==> config.mk <==
export PLATFORM = sky130hd
export DESIGN_NAME = atd_top
export DESIGN_NICKNAME = d
export VERILOG_FILES = /design/src/verilog/atd_pkg.sv /design/src/verilog/atd_tick.sv /design/src/verilog/atd_chan.sv /design/src/verilog/atd_top.sv
export SDC_FILE = /design/constraint.sdc
export NUM_CORES = 2
export LEC_CHECK = 0
export ABC_AREA = 1
export BUFFER_PORTS_ARGS = -buffer_cell sky130_fd_sc_hd__buf_2
export CELL_PAD_IN_SITES_DETAIL_PLACEMENT = 0
export CELL_PAD_IN_SITES_GLOBAL_PLACEMENT = 1
export CORE_ASPECT_RATIO = 1.5
export CORE_MARGIN = 3
export CORE_UTILIZATION = 45
export CTS_BUF_LIST = sky130_fd_sc_hd__clkbuf_8 sky130_fd_sc_hd__clkbuf_16
export CTS_CLUSTER_SIZE = 14
export DETAILED_ROUTE_END_ITERATION = 8
export MAX_ROUTING_LAYER = met4
export PLACE_DENSITY_LB_ADDON = 0.1
export SLEW_MARGIN = 20
export SYNTH_ARGS = -nofsm -noshare
export SYNTH_HDL_FRONTEND = slang
export SYNTH_HIERARCHICAL = 1
export SYNTH_SLANG_ARGS = --single-unit
==> constraint.sdc <==
create_clock -name clk_in -period 4.25 [get_ports clk_in]
set_input_delay 0.425 -clock clk_in [delete_from_list [all_inputs] [get_ports clk_in]]
set_output_delay 0.425 -clock clk_in [all_outputs]
set_load 0.005 [all_outputs]
==> src/verilog/atd_pkg.sv <==
/*
 Package for the analogue trip discriminator: widths, mode codes, register offsets, reset values, timing.
 Assumes a 25 MHz system clock.
*/
`default_nettype none
package atd_pkg;
   localparam int          NUM_CH        = 8;
   localparam int          CH_W          = 3;
   localparam int          SAMP_W        = 16;
   localparam int          DLY_W         = 8;
   localparam int          ADDR_W        = 8;
   localparam int          DATA_W        = 32;

   typedef enum logic [1:0] {
      ATD_NORM_SWITCH = 2'h0,
      ATD_INV_SWITCH  = 2'h1,
      ATD_NORM_WINDOW = 2'h3,
      ATD_INV_WINDOW  = 2'h2
   } atd_mode_e;

   localparam longint      CLK_HZ        = 25000000;
   localparam longint      TICK_SEC      = 1;
   localparam int          TICK_CYC      = int'(CLK_HZ * TICK_SEC);
   localparam int          TICK_W        = 25;
   localparam logic [7:0]  SAMP_INT_RST  = 8'h01;

   // Per-channel registers sit at CH_BASE + channel * CH_STRIDE
   localparam logic [7:0]  OFF_CH_BASE   = 8'h00;
   localparam logic [7:0]  CH_STRIDE     = 8'h10;
   localparam logic [3:0]  OFF_LOWER     = 4'h0;
   localparam logic [3:0]  OFF_UPPER     = 4'h4;
   localparam logic [3:0]  OFF_HYST      = 4'h8;
   localparam logic [3:0]  OFF_CFG       = 4'hc;
   localparam logic [7:0]  OFF_FLAGS     = 8'h80;
   localparam logic [7:0]  OFF_STATUS    = 8'h84;
   localparam logic [7:0]  OFF_MASK      = 8'h88;
   localparam logic [7:0]  OFF_SAMP_INT  = 8'h8c;
   localparam int          CFG_MODE_LSB  = 0;
   localparam int          CFG_DLY_LSB   = 8;
   localparam logic [SAMP_W-1:0] LEVEL_RST = 16'h0000;
endpackage
`default_nettype wire

==> src/verilog/atd_tick.sv <==
/*
 One-second tick generator and sample-interval divider.
 Assumes a free-running clk_in at the package rate.
*/
`default_nettype none
module atd_tick
(
   input  wire logic       clk_in,
   input  wire logic       rst_in,
   input  wire logic [7:0] interval_in,
   output logic            sec_tick_out,
   output logic            samp_tick_out
);
   import atd_pkg::*;

   logic [TICK_W-1:0] cyc_r, cyc_nxt;
   logic [7:0]        sec_r, sec_nxt;
   logic              sec_tick_r, sec_tick_nxt;
   logic              samp_tick_r, samp_tick_nxt;

   // one second tick
   always_comb begin
      cyc_nxt       = cyc_r + TICK_W'(1);
      sec_tick_nxt  = 1'b0;
      sec_nxt       = sec_r;
      samp_tick_nxt = 1'b0;
      if (cyc_r == TICK_W'(TICK_CYC - 1)) begin
         cyc_nxt      = '0;
         sec_tick_nxt = 1'b1;
         // configurable sample interval
         if (sec_r + 8'h01 >= interval_in) begin
            sec_nxt       = 8'h00;
            samp_tick_nxt = 1'b1;
         end else begin
            sec_nxt = sec_r + 8'h01;
         end
      end
   end

   always_ff @(posedge clk_in) begin
      if (rst_in) begin
         cyc_r       <= '0;
         sec_r       <= 8'h00;
         sec_tick_r  <= 1'b0;
         samp_tick_r <= 1'b0;
      end else begin
         cyc_r       <= cyc_nxt;
         sec_r       <= sec_nxt;
         sec_tick_r  <= sec_tick_nxt;
         samp_tick_r <= samp_tick_nxt;
      end
   end

   assign sec_tick_out  = sec_tick_r;
   assign samp_tick_out = samp_tick_r;
endmodule
`default_nettype wire

==> src/verilog/atd_chan.sv <==
/*
 One discriminator channel: mode comparison, hysteresis, qualifying delay.
 Assumes a sample strobe and a one-second tick from the same clock.
*/
`default_nettype none
module atd_chan
(
   input  wire logic                              clk_in,
   input  wire logic                              rst_in,
   input  wire logic                              samp_valid_in,
   input  wire logic signed [atd_pkg::SAMP_W-1:0] sample_in,
   input  wire logic signed [atd_pkg::SAMP_W-1:0] lower_in,
   input  wire logic signed [atd_pkg::SAMP_W-1:0] upper_in,
   input  wire logic signed [atd_pkg::SAMP_W-1:0] hyst_in,
   input  wire atd_pkg::atd_mode_e                mode_in,
   input  wire logic [atd_pkg::DLY_W-1:0]         delay_in,
   input  wire logic                              sec_tick_in,
   output logic                                   flag_out
);
   import atd_pkg::*;

   logic             flag_r, flag_nxt;
   logic [DLY_W-1:0] cnt_r, cnt_nxt;
   logic             qual_r, qual_nxt;
   logic             set_c, clr_c;
   logic signed [SAMP_W:0] s, lo, up, lo_p, lo_m, up_p, up_m;

   // one signed scale, strict tests
   always_comb begin
      s    = {sample_in[SAMP_W-1], sample_in};
      lo   = {lower_in[SAMP_W-1], lower_in};
      up   = {upper_in[SAMP_W-1], upper_in};
      lo_p = lo + {hyst_in[SAMP_W-1], hyst_in};
      lo_m = lo - {hyst_in[SAMP_W-1], hyst_in};
      up_p = up + {hyst_in[SAMP_W-1], hyst_in};
      up_m = up - {hyst_in[SAMP_W-1], hyst_in};
      // mode select
      case (mode_in)
         ATD_NORM_SWITCH: begin
            // above upper, below lower
            set_c = s > up;
            clr_c = s < lo;
         end
         ATD_INV_SWITCH: begin
            // below lower, above upper
            set_c = s < lo;
            clr_c = s > up;
         end
         ATD_NORM_WINDOW: begin
            // outside window sets
            set_c = (s > up) || (s < lo);
            // inside shrunk window
            clr_c = (s < up_m) && (s > lo_p);
         end
         ATD_INV_WINDOW: begin
            // inside window sets
            set_c = (s > lo) && (s < up);
            // outside widened window
            clr_c = (s > up_p) || (s < lo_m);
         end
         default: begin
            set_c = 1'b0;
            clr_c = 1'b0;
         end
      endcase
   end

   always_comb begin
      flag_nxt = flag_r;
      cnt_nxt  = cnt_r;
      qual_nxt = qual_r;
      if (samp_valid_in) begin
         if (!set_c) begin
            // restart delay
            cnt_nxt  = '0;
            qual_nxt = 1'b0;
            if (clr_c) begin
               flag_nxt = 1'b0;
            end
         end else begin
            qual_nxt = 1'b1;
            // full delay held, R10: zero means at once
            if (cnt_r >= delay_in) begin
               flag_nxt = 1'b1;
            end
         end
      end else if (sec_tick_in && qual_r && !flag_r) begin
         // saturating seconds count
         if (cnt_r != '1) begin
            cnt_nxt = cnt_r + DLY_W'(1);
         end
      end
   end

   // cleared on reset
   always_ff @(posedge clk_in) begin
      if (rst_in) begin
         flag_r <= 1'b0;
         cnt_r  <= '0;
         qual_r <= 1'b0;
      end else begin
         flag_r <= flag_nxt;
         cnt_r  <= cnt_nxt;
         qual_r <= qual_nxt;
      end
   end

   assign flag_out = flag_r;
endmodule
`default_nettype wire

==> src/verilog/atd_top.sv <==
/*
 Analogue trip discriminator: eight channels with register port and interrupt.
 Assumes samples arrive from the sampler on clk_in as a channel number, value and strobe.
*/
// Chosen here: the register offsets and the plain strobed port.
// Contract
// Four modes per input: normal switch, inverted switch, normal window, inverted window.
// Normal switch sets above upper, clears below lower, else holds.
// Inverted switch sets below lower, clears above upper, else holds.
// Normal window sets when above upper or below lower.
// Normal window clears when below upper-hyst and above lower+hyst.
// Inverted window sets when strictly between lower and upper.
// Inverted window clears above upper+hyst or below lower-hyst.
// Flag sets only after set condition held for whole delay.
// Any sample without set condition restarts delay from zero.
// Delay is 0 to 255 seconds; zero means no delay.
// Evaluated per sample; sample interval configurable, default one second.
// Delay counts one-second ticks, saturates, clears with flag on reset.
// Levels, hysteresis and samples share signed scale; comparisons strict.
`default_nettype none
module atd_top
(
   input  wire logic                              clk_in,
   input  wire logic                              rst_in,
   input  wire logic                              samp_valid_in,
   input  wire logic [atd_pkg::CH_W-1:0]          samp_ch_in,
   input  wire logic signed [atd_pkg::SAMP_W-1:0] samp_data_in,
   output logic                                   samp_req_out,
   output logic [atd_pkg::NUM_CH-1:0]             flag_out,
   input  wire logic [atd_pkg::ADDR_W-1:0]        addr_in,
   input  wire logic [atd_pkg::DATA_W-1:0]        wdata_in,
   input  wire logic                              wr_in,
   input  wire logic                              rd_in,
   output logic [atd_pkg::DATA_W-1:0]             rdata_out,
   output logic                                   irq_out
);
   import atd_pkg::*;

   logic [SAMP_W-1:0] lower_r [NUM_CH];
   logic [SAMP_W-1:0] upper_r [NUM_CH];
   logic [SAMP_W-1:0] hyst_r  [NUM_CH];
   logic [1:0]        mode_r  [NUM_CH];
   logic [DLY_W-1:0]  dly_r   [NUM_CH];
   logic [SAMP_W-1:0] lower_nxt [NUM_CH];
   logic [SAMP_W-1:0] upper_nxt [NUM_CH];
   logic [SAMP_W-1:0] hyst_nxt  [NUM_CH];
   logic [1:0]        mode_nxt  [NUM_CH];
   logic [DLY_W-1:0]  dly_nxt   [NUM_CH];
   logic [7:0]        samp_int_r, samp_int_nxt;
   logic [NUM_CH-1:0] status_r, status_nxt;
   logic [NUM_CH-1:0] mask_r, mask_nxt;
   logic [NUM_CH-1:0] flag_d_r;
   logic [DATA_W-1:0] rdata_r, rdata_nxt;
   logic [NUM_CH-1:0] flags;
   logic              sec_tick, samp_tick;

   function automatic logic ch_hit(input logic [ADDR_W-1:0] a, input int c, input logic [3:0] off);
      ch_hit = (a == 8'(OFF_CH_BASE + 8'(c) * CH_STRIDE + {4'h0, off}));
   endfunction

   atd_tick u_tick (
      .clk_in        (clk_in),
      .rst_in        (rst_in),
      .interval_in   (samp_int_r),
      .sec_tick_out  (sec_tick),
      .samp_tick_out (samp_tick)
   );

   genvar g;
   generate
      for (g = 0; g < NUM_CH; g++) begin : g_ch
         atd_chan u_chan (
            .clk_in        (clk_in),
            .rst_in        (rst_in),
            .samp_valid_in (samp_valid_in && (samp_ch_in == CH_W'(g))),
            .sample_in     (samp_data_in),
            .lower_in      (lower_r[g]),
            .upper_in      (upper_r[g]),
            .hyst_in       (hyst_r[g]),
            .mode_in       (atd_mode_e'(mode_r[g])),
            .delay_in      (dly_r[g]),
            .sec_tick_in   (sec_tick),
            .flag_out      (flags[g])
         );
      end
   endgenerate

   // Register writes
   always_comb begin
      samp_int_nxt = samp_int_r;
      mask_nxt     = mask_r;
      for (int c = 0; c < NUM_CH; c++) begin
         lower_nxt[c] = lower_r[c];
         upper_nxt[c] = upper_r[c];
         hyst_nxt[c]  = hyst_r[c];
         mode_nxt[c]  = mode_r[c];
         dly_nxt[c]   = dly_r[c];
         if (wr_in && ch_hit(addr_in, c, OFF_LOWER)) begin
            lower_nxt[c] = wdata_in[SAMP_W-1:0];
         end
         if (wr_in && ch_hit(addr_in, c, OFF_UPPER)) begin
            upper_nxt[c] = wdata_in[SAMP_W-1:0];
         end
         if (wr_in && ch_hit(addr_in, c, OFF_HYST)) begin
            hyst_nxt[c] = wdata_in[SAMP_W-1:0];
         end
         // mode per input
         if (wr_in && ch_hit(addr_in, c, OFF_CFG)) begin
            mode_nxt[c] = wdata_in[CFG_MODE_LSB +: 2];
            // delay 0 to 255
            dly_nxt[c]  = wdata_in[CFG_DLY_LSB +: DLY_W];
         end
      end
      // sample interval
      if (wr_in && addr_in == OFF_SAMP_INT) begin
         samp_int_nxt = wdata_in[7:0];
      end
      if (wr_in && addr_in == OFF_MASK) begin
         mask_nxt = wdata_in[NUM_CH-1:0];
      end
   end

   // Status sticky on flag change; read clears, set wins
   always_comb begin
      status_nxt = status_r;
      if (rd_in && addr_in == OFF_STATUS) begin
         status_nxt = '0;
      end
      status_nxt = status_nxt | (flags ^ flag_d_r);
   end

   // Read data, one cycle later
   always_comb begin
      rdata_nxt = '0;
      if (rd_in) begin
         for (int c = 0; c < NUM_CH; c++) begin
            if (ch_hit(addr_in, c, OFF_LOWER)) begin
               rdata_nxt = {16'h0000, lower_r[c]};
            end
            if (ch_hit(addr_in, c, OFF_UPPER)) begin
               rdata_nxt = {16'h0000, upper_r[c]};
            end
            if (ch_hit(addr_in, c, OFF_HYST)) begin
               rdata_nxt = {16'h0000, hyst_r[c]};
            end
            if (ch_hit(addr_in, c, OFF_CFG)) begin
               rdata_nxt = {16'h0000, dly_r[c], 6'h00, mode_r[c]};
            end
         end
         case (addr_in)
            OFF_FLAGS:    rdata_nxt = {24'h000000, flags};
            OFF_STATUS:   rdata_nxt = {24'h000000, status_r};
            OFF_MASK:     rdata_nxt = {24'h000000, mask_r};
            OFF_SAMP_INT: rdata_nxt = {24'h000000, samp_int_r};
            default:      ;
         endcase
      end
   end

   // synchronous reset of configuration and state
   always_ff @(posedge clk_in) begin
      if (rst_in) begin
         for (int c = 0; c < NUM_CH; c++) begin
            lower_r[c] <= LEVEL_RST;
            upper_r[c] <= LEVEL_RST;
            hyst_r[c]  <= LEVEL_RST;
            mode_r[c]  <= 2'h0;
            dly_r[c]   <= 8'h00;
         end
         samp_int_r <= SAMP_INT_RST;
         status_r   <= '0;
         mask_r     <= '0;
         flag_d_r   <= '0;
         rdata_r    <= '0;
      end else begin
         for (int c = 0; c < NUM_CH; c++) begin
            lower_r[c] <= lower_nxt[c];
            upper_r[c] <= upper_nxt[c];
            hyst_r[c]  <= hyst_nxt[c];
            mode_r[c]  <= mode_nxt[c];
            dly_r[c]   <= dly_nxt[c];
         end
         samp_int_r <= samp_int_nxt;
         status_r   <= status_nxt;
         mask_r     <= mask_nxt;
         flag_d_r   <= flags;
         rdata_r    <= rdata_nxt;
      end
   end

   // request a sample sweep each interval
   assign samp_req_out = samp_tick;
   assign flag_out     = flags;
   assign rdata_out    = rdata_r;
   assign irq_out      = |(status_r & mask_r);
endmodule
`default_nettype wire

==> Flow_metrics.wiki <==
{| class="wikitable"
! Metric !! Value
|-
| Compound-Gate Fraction of Synth Area || a little under a fifth
|-
| XOR/XNOR Fraction of Synth Area || under 10%
|-
| Fill count || 16890
|-
| Post-Syn Area per Cell || around 6.7 sq um
|-
| Top cells by area, synth || sky130_fd_sc_hd__ha_1 23%, sky130_fd_sc_hd__dfxtp_1 17%, sky130_fd_sc_hd__nand2_1 11%, sky130_fd_sc_hd__a21oi_1 8.5%, sky130_fd_sc_hd__inv_1 7.4%
|-
| Highest attainable clock frequency || roughly 0.25 GHz
|-
| Post-synthesis cell type count || 70
|-
| Share of the synthesized area in the top cell type || 23.42%
|-
| Count of input and output buffers || between 70 and 80
|-
| CP max stage cell || sky130_fd_sc_hd__fa_1
|-
| Core ar. || ~160000 sq um
|-
| Count of hold-fix buffers inserted at cts || 0
|-
| Worst slew margin relative to its limit || 18.52%
|-
| DRC violations left || 0
|-
| Adder-cell share of the synthesized area || about a quarter
|-
| Data required, critical path || slightly below 5 ns
|-
| Congestion Overflow GR || 0
|-
| Detailed Route Iter0 Violations || ~5400
|-
| Drt pass-1 iters || 9
|-
| Most used flip-flop cell after synthesis || sky130_fd_sc_hd__dfxtp_1
|-
| Clock latency at the later pin of the worst-skew pair || 0.73 ns
|-
| Nature of the critical path startpoint || flop
|-
| Status || finished clean
|-
| Total Die Area || between 150000 and 200000 sq um
|-
| Final period util || around 96%
|-
| Vias in the first global route || slightly below 80000
|-
| Chip width || about 340 microns
|-
| Ports || 106
|-
| Non-filler instance count after layout || around 14000
|-
| Type of element capturing the critical path || flop
|-
| Warnings, synthesis || 6
|-
| Fraction of layout instances using a drive strength above 1 || a little under an eighth
|-
| Mapped Cells || 10990
|-
| Post-route setup slack || around 0.19 ns
|-
| Final setup violation count || 0
|-
| Global routing usage summed across all routing layers || 40.81%
|-
| Number of cells in the design after placement || approximately 13000
|-
| HPWL Detailed || 270.1 mm
|-
| Antenna violations before repair || 7
|-
| Clock Path Buffers || 3
|-
| Simple-gate share of the synthesized area || between 20 and 25%
|-
| Wire length after detailed routing || 344.5 mm
|-
| Mux contribution to synthesized area || 0%
|-
| Hold Slack || about 0.13 ns
|-
| Area after DPL || about 80000 sq um
|-
| Number of endpoints with negative hold slack in the final report || 0
|-
| Gp weighted congestion || roughly 1.1
|-
| Detail Route Antenna Nets || 0
|-
| Library cell with the largest summed area after synthesis || sky130_fd_sc_hd__ha_1
|-
| Summed instance area of the synthesized netlist || about 74000 sq um
|-
| Highest fanout seen on the critical path || 4
|-
| Seq cells post-synth || 627
|-
| IR drop worst, VDD || between 200 and 300 uV
|-
| Hold WC Path Type || input pin to flop
|-
| Post-placement worst setup slack || -0.05478 ns
|-
| Clock tree from TritonCTS || done
|-
| Number of enable flip-flop cells after synthesis || 0
|-
| H-tree depth || 3
|-
| Fraction of the yosys area taken by sequential cells || between 10% and 20%
|-
| Finished Cell Area || around 83000 sq um
|-
| Combinational family with the most area after synthesis || simple AND/OR/NAND/NOR gates
|-
| CP most frequent cell || sky130_fd_sc_hd__nand2_1
|-
| Leakage component of the power || roughly 0.039 uW
|-
| Global-route wire length before repair || around 500 mm
|-
| Power density over the cells || about 190 nW/um^2
|-
| Maximum number of pins on one net before global-route repair || approximately 220
|-
| Signed area change from the synthesized netlist to the final layout || 13.25%
|-
| Clock sinks || around 630
|-
| Clock transition at path regs || around 0.070 ns
|-
| Critical path data arrival time || roughly 4.7 ns
|-
| Routed via count divided by cell count || around 5.7
|-
| Clock period minus worst slack || 4.063 ns
|-
| Worst slew pin tran || between 1 and 1.5 ns
|-
| Mean routed wirelength per cell || between 20 and 30 microns
|-
| Final #Nets || approximately 13000
|-
| Final count of pins violating max slew || 0
|-
| Delay of the slowest cell on the worst path || 0.41 ns
|-
| Num CTS Buffers || 79
|-
| Maximum Capacitance Violations || 0
|-
| Clock tree skew after final layout || about 0.044 ns
|-
| Total vias in the final route || approximately 78000
|-
| Fraction of synthesis flops using an asynchronous set or reset pin || 0%
|-
| Die height || 501.4 microns
|-
| Starting utilization of the core area || a little under half
|-
| Placement row count || around 180
|-
| Setup TNS Final || 0 ns
|-
| Clock Tree Root || sky130_fd_sc_hd__clkbuf_16
|-
| Critical setup path kind || flop to flop
|}
## final cells by class
type | count | area (sq um) | area share, %
repair buffers | 708 | 5497 | 6.591
flip-flops and latches | 627 | 12600 | 15.10
inverters | 1550 | 5832 | 6.993
clock buffers | 95 | 2197 | 2.635
clock inverters | 47 | 511.7 | 0.6137
multi-input cells | 8459 | 54100 | 64.88
diodes | 9 | 22.52 | 0.02701
well taps | 2104 | 2633 | 3.157
## cell usage after synthesis, types with 6 or more instances
library cell / number
sky130_fd_sc_hd__nor4_1: 45
sky130_fd_sc_hd__a22oi_1: 32
sky130_fd_sc_hd__nor3_1: 155
sky130_fd_sc_hd__nand2_8: 13
sky130_fd_sc_hd__inv_2: 65
sky130_fd_sc_hd__o21bai_2: 27
sky130_fd_sc_hd__fa_1: 32
sky130_fd_sc_hd__nor2_2: 24
sky130_fd_sc_hd__o31ai_2: 6
sky130_fd_sc_hd__and2_1: 14
sky130_fd_sc_hd__nor2_1: 813
sky130_fd_sc_hd__xnor2_1: 51
sky130_fd_sc_hd__clkbuf_1: 292
sky130_fd_sc_hd__a221oi_1: 24
sky130_fd_sc_hd__o31ai_1: 42
sky130_fd_sc_hd__a21boi_1: 18
sky130_fd_sc_hd__nand4_1: 163
sky130_fd_sc_hd__o21ai_1: 72
sky130_fd_sc_hd__buf_4: 37
sky130_fd_sc_hd__inv_1: 1460
sky130_fd_sc_hd__a21o_1: 25
sky130_fd_sc_hd__a21oi_1: 1249
sky130_fd_sc_hd__nand3_1: 633
sky130_fd_sc_hd__buf_2: 25
sky130_fd_sc_hd__o21ai_2: 53
sky130_fd_sc_hd__xor2_1: 446
sky130_fd_sc_hd__dfxtp_1: 627
sky130_fd_sc_hd__o2111ai_1: 27
sky130_fd_sc_hd__a21oi_2: 79
sky130_fd_sc_hd__nand3b_1: 17
sky130_fd_sc_hd__a21boi_2: 13
sky130_fd_sc_hd__o21ai_0: 532
sky130_fd_sc_hd__nand2_1: 2207
sky130_fd_sc_hd__o211ai_1: 20
sky130_fd_sc_hd__o22ai_1: 16
sky130_fd_sc_hd__o21a_1: 15
sky130_fd_sc_hd__nand2_4: 12
sky130_fd_sc_hd__o21bai_1: 22
sky130_fd_sc_hd__a31oi_1: 30
sky130_fd_sc_hd__nand2_2: 80
sky130_fd_sc_hd__ha_1: 1378
sky130_fd_sc_hd__a21boi_0: 14
sky130_fd_sc_hd__clkinv_1: 23
sky130_fd_sc_hd__buf_1: 10
## power breakdown
part           switching [uW]  internal (uW)
clock                    3080           4080
sequential               28.9           5890
combinational            1830            858
## registers in the layout, summed over array words and instances, names as in the netlist, 16 cells and up
name	flops
rdata_out	16
u_tick/cyc_r	25
upper_r	128
mode_r	16
g_ch.u_chan/cnt_r	64
dly_r	64
lower_r	128
hyst_r	128
## per-layer routing
layer	track usage (%)	share of wire, %
met5	-	0
met4	43.24	13
met3	6.600	5.6
met2	69.91	48
met1	37.09	33
## cells in the final DEF (no fill, tap or decap), drive strengths merged, types with 20 or more instances in the layout
cell / n
buf: 708
nand4: 164
o21bai: 49
a21boi: 46
dfxtp: 627
a22oi: 32
xor2: 446
clkbuf: 95
inv: 1548
nor2: 842
nor3: 160
a31oi: 30
o31ai: 49
o2111ai: 27
o211ai: 20
clkinv: 37
fa: 32
nor4: 45
xnor2: 51
a21oi: 1329
a221oi: 26
nand3: 638
ha: 1378
o21ai: 657
a21o: 25
nand2: 2312
## cells by family after synthesis
kind of cell             count (synthesis)
AO/OA/AOI/OAI                         2332
XOR/XNOR                               497
adder cells (fa/ha/maj)               1410
buffers and inverters                 1921
flip-flops                             627
other                                    1
AND/OR/NAND/NOR                       4204
## metrics by stage
step / total power, uW / util, %
after floorplan: 7553 / -
after global placement: 8597 / 49.30
after detailed placement: 8655 / 49.30
after CTS: 15760 / 50.97
after global routing: 16310 / 51.35
final: 15780 / 51.36
## worst max-delay path, delay by kind of cell (launching register included)
kind,cells,cell delay (ns)
and+or+nand+nor,14,1.59
adders and majority gates,3,0.87
AOI/OAI and AO/OA,5,0.73
DFF,1,0.33
buffers and inverters,3,0.30
xor gates and xnor gates,1,0.15
## repair_timing
action	4_1_cts	5_1_grt
resized for setup	2	140
gates cloned	0	0
buffers inserted	0	23
endpoints found under the setup margin	2	8
pin swaps	0	61
## worst paths after layout
| check | startpoint | to | slack [ns] | cells after the start |
|---|---|---|---|---|
| max | lower_r[0][0] | g_ch[0].u_chan/flag_out | 0.19 | 26 |
| min | rst_in | lower_r[1][46] | 0.13 | 2 |
| max reg2reg | lower_r[0][0] | g_ch[0].u_chan/flag_out | 0.19 | 26 |
| min reg2reg | status_r[6] | status_r[6] | 0.46 | 2 |
Note: power is estimated with default switching activity, not from simulation.
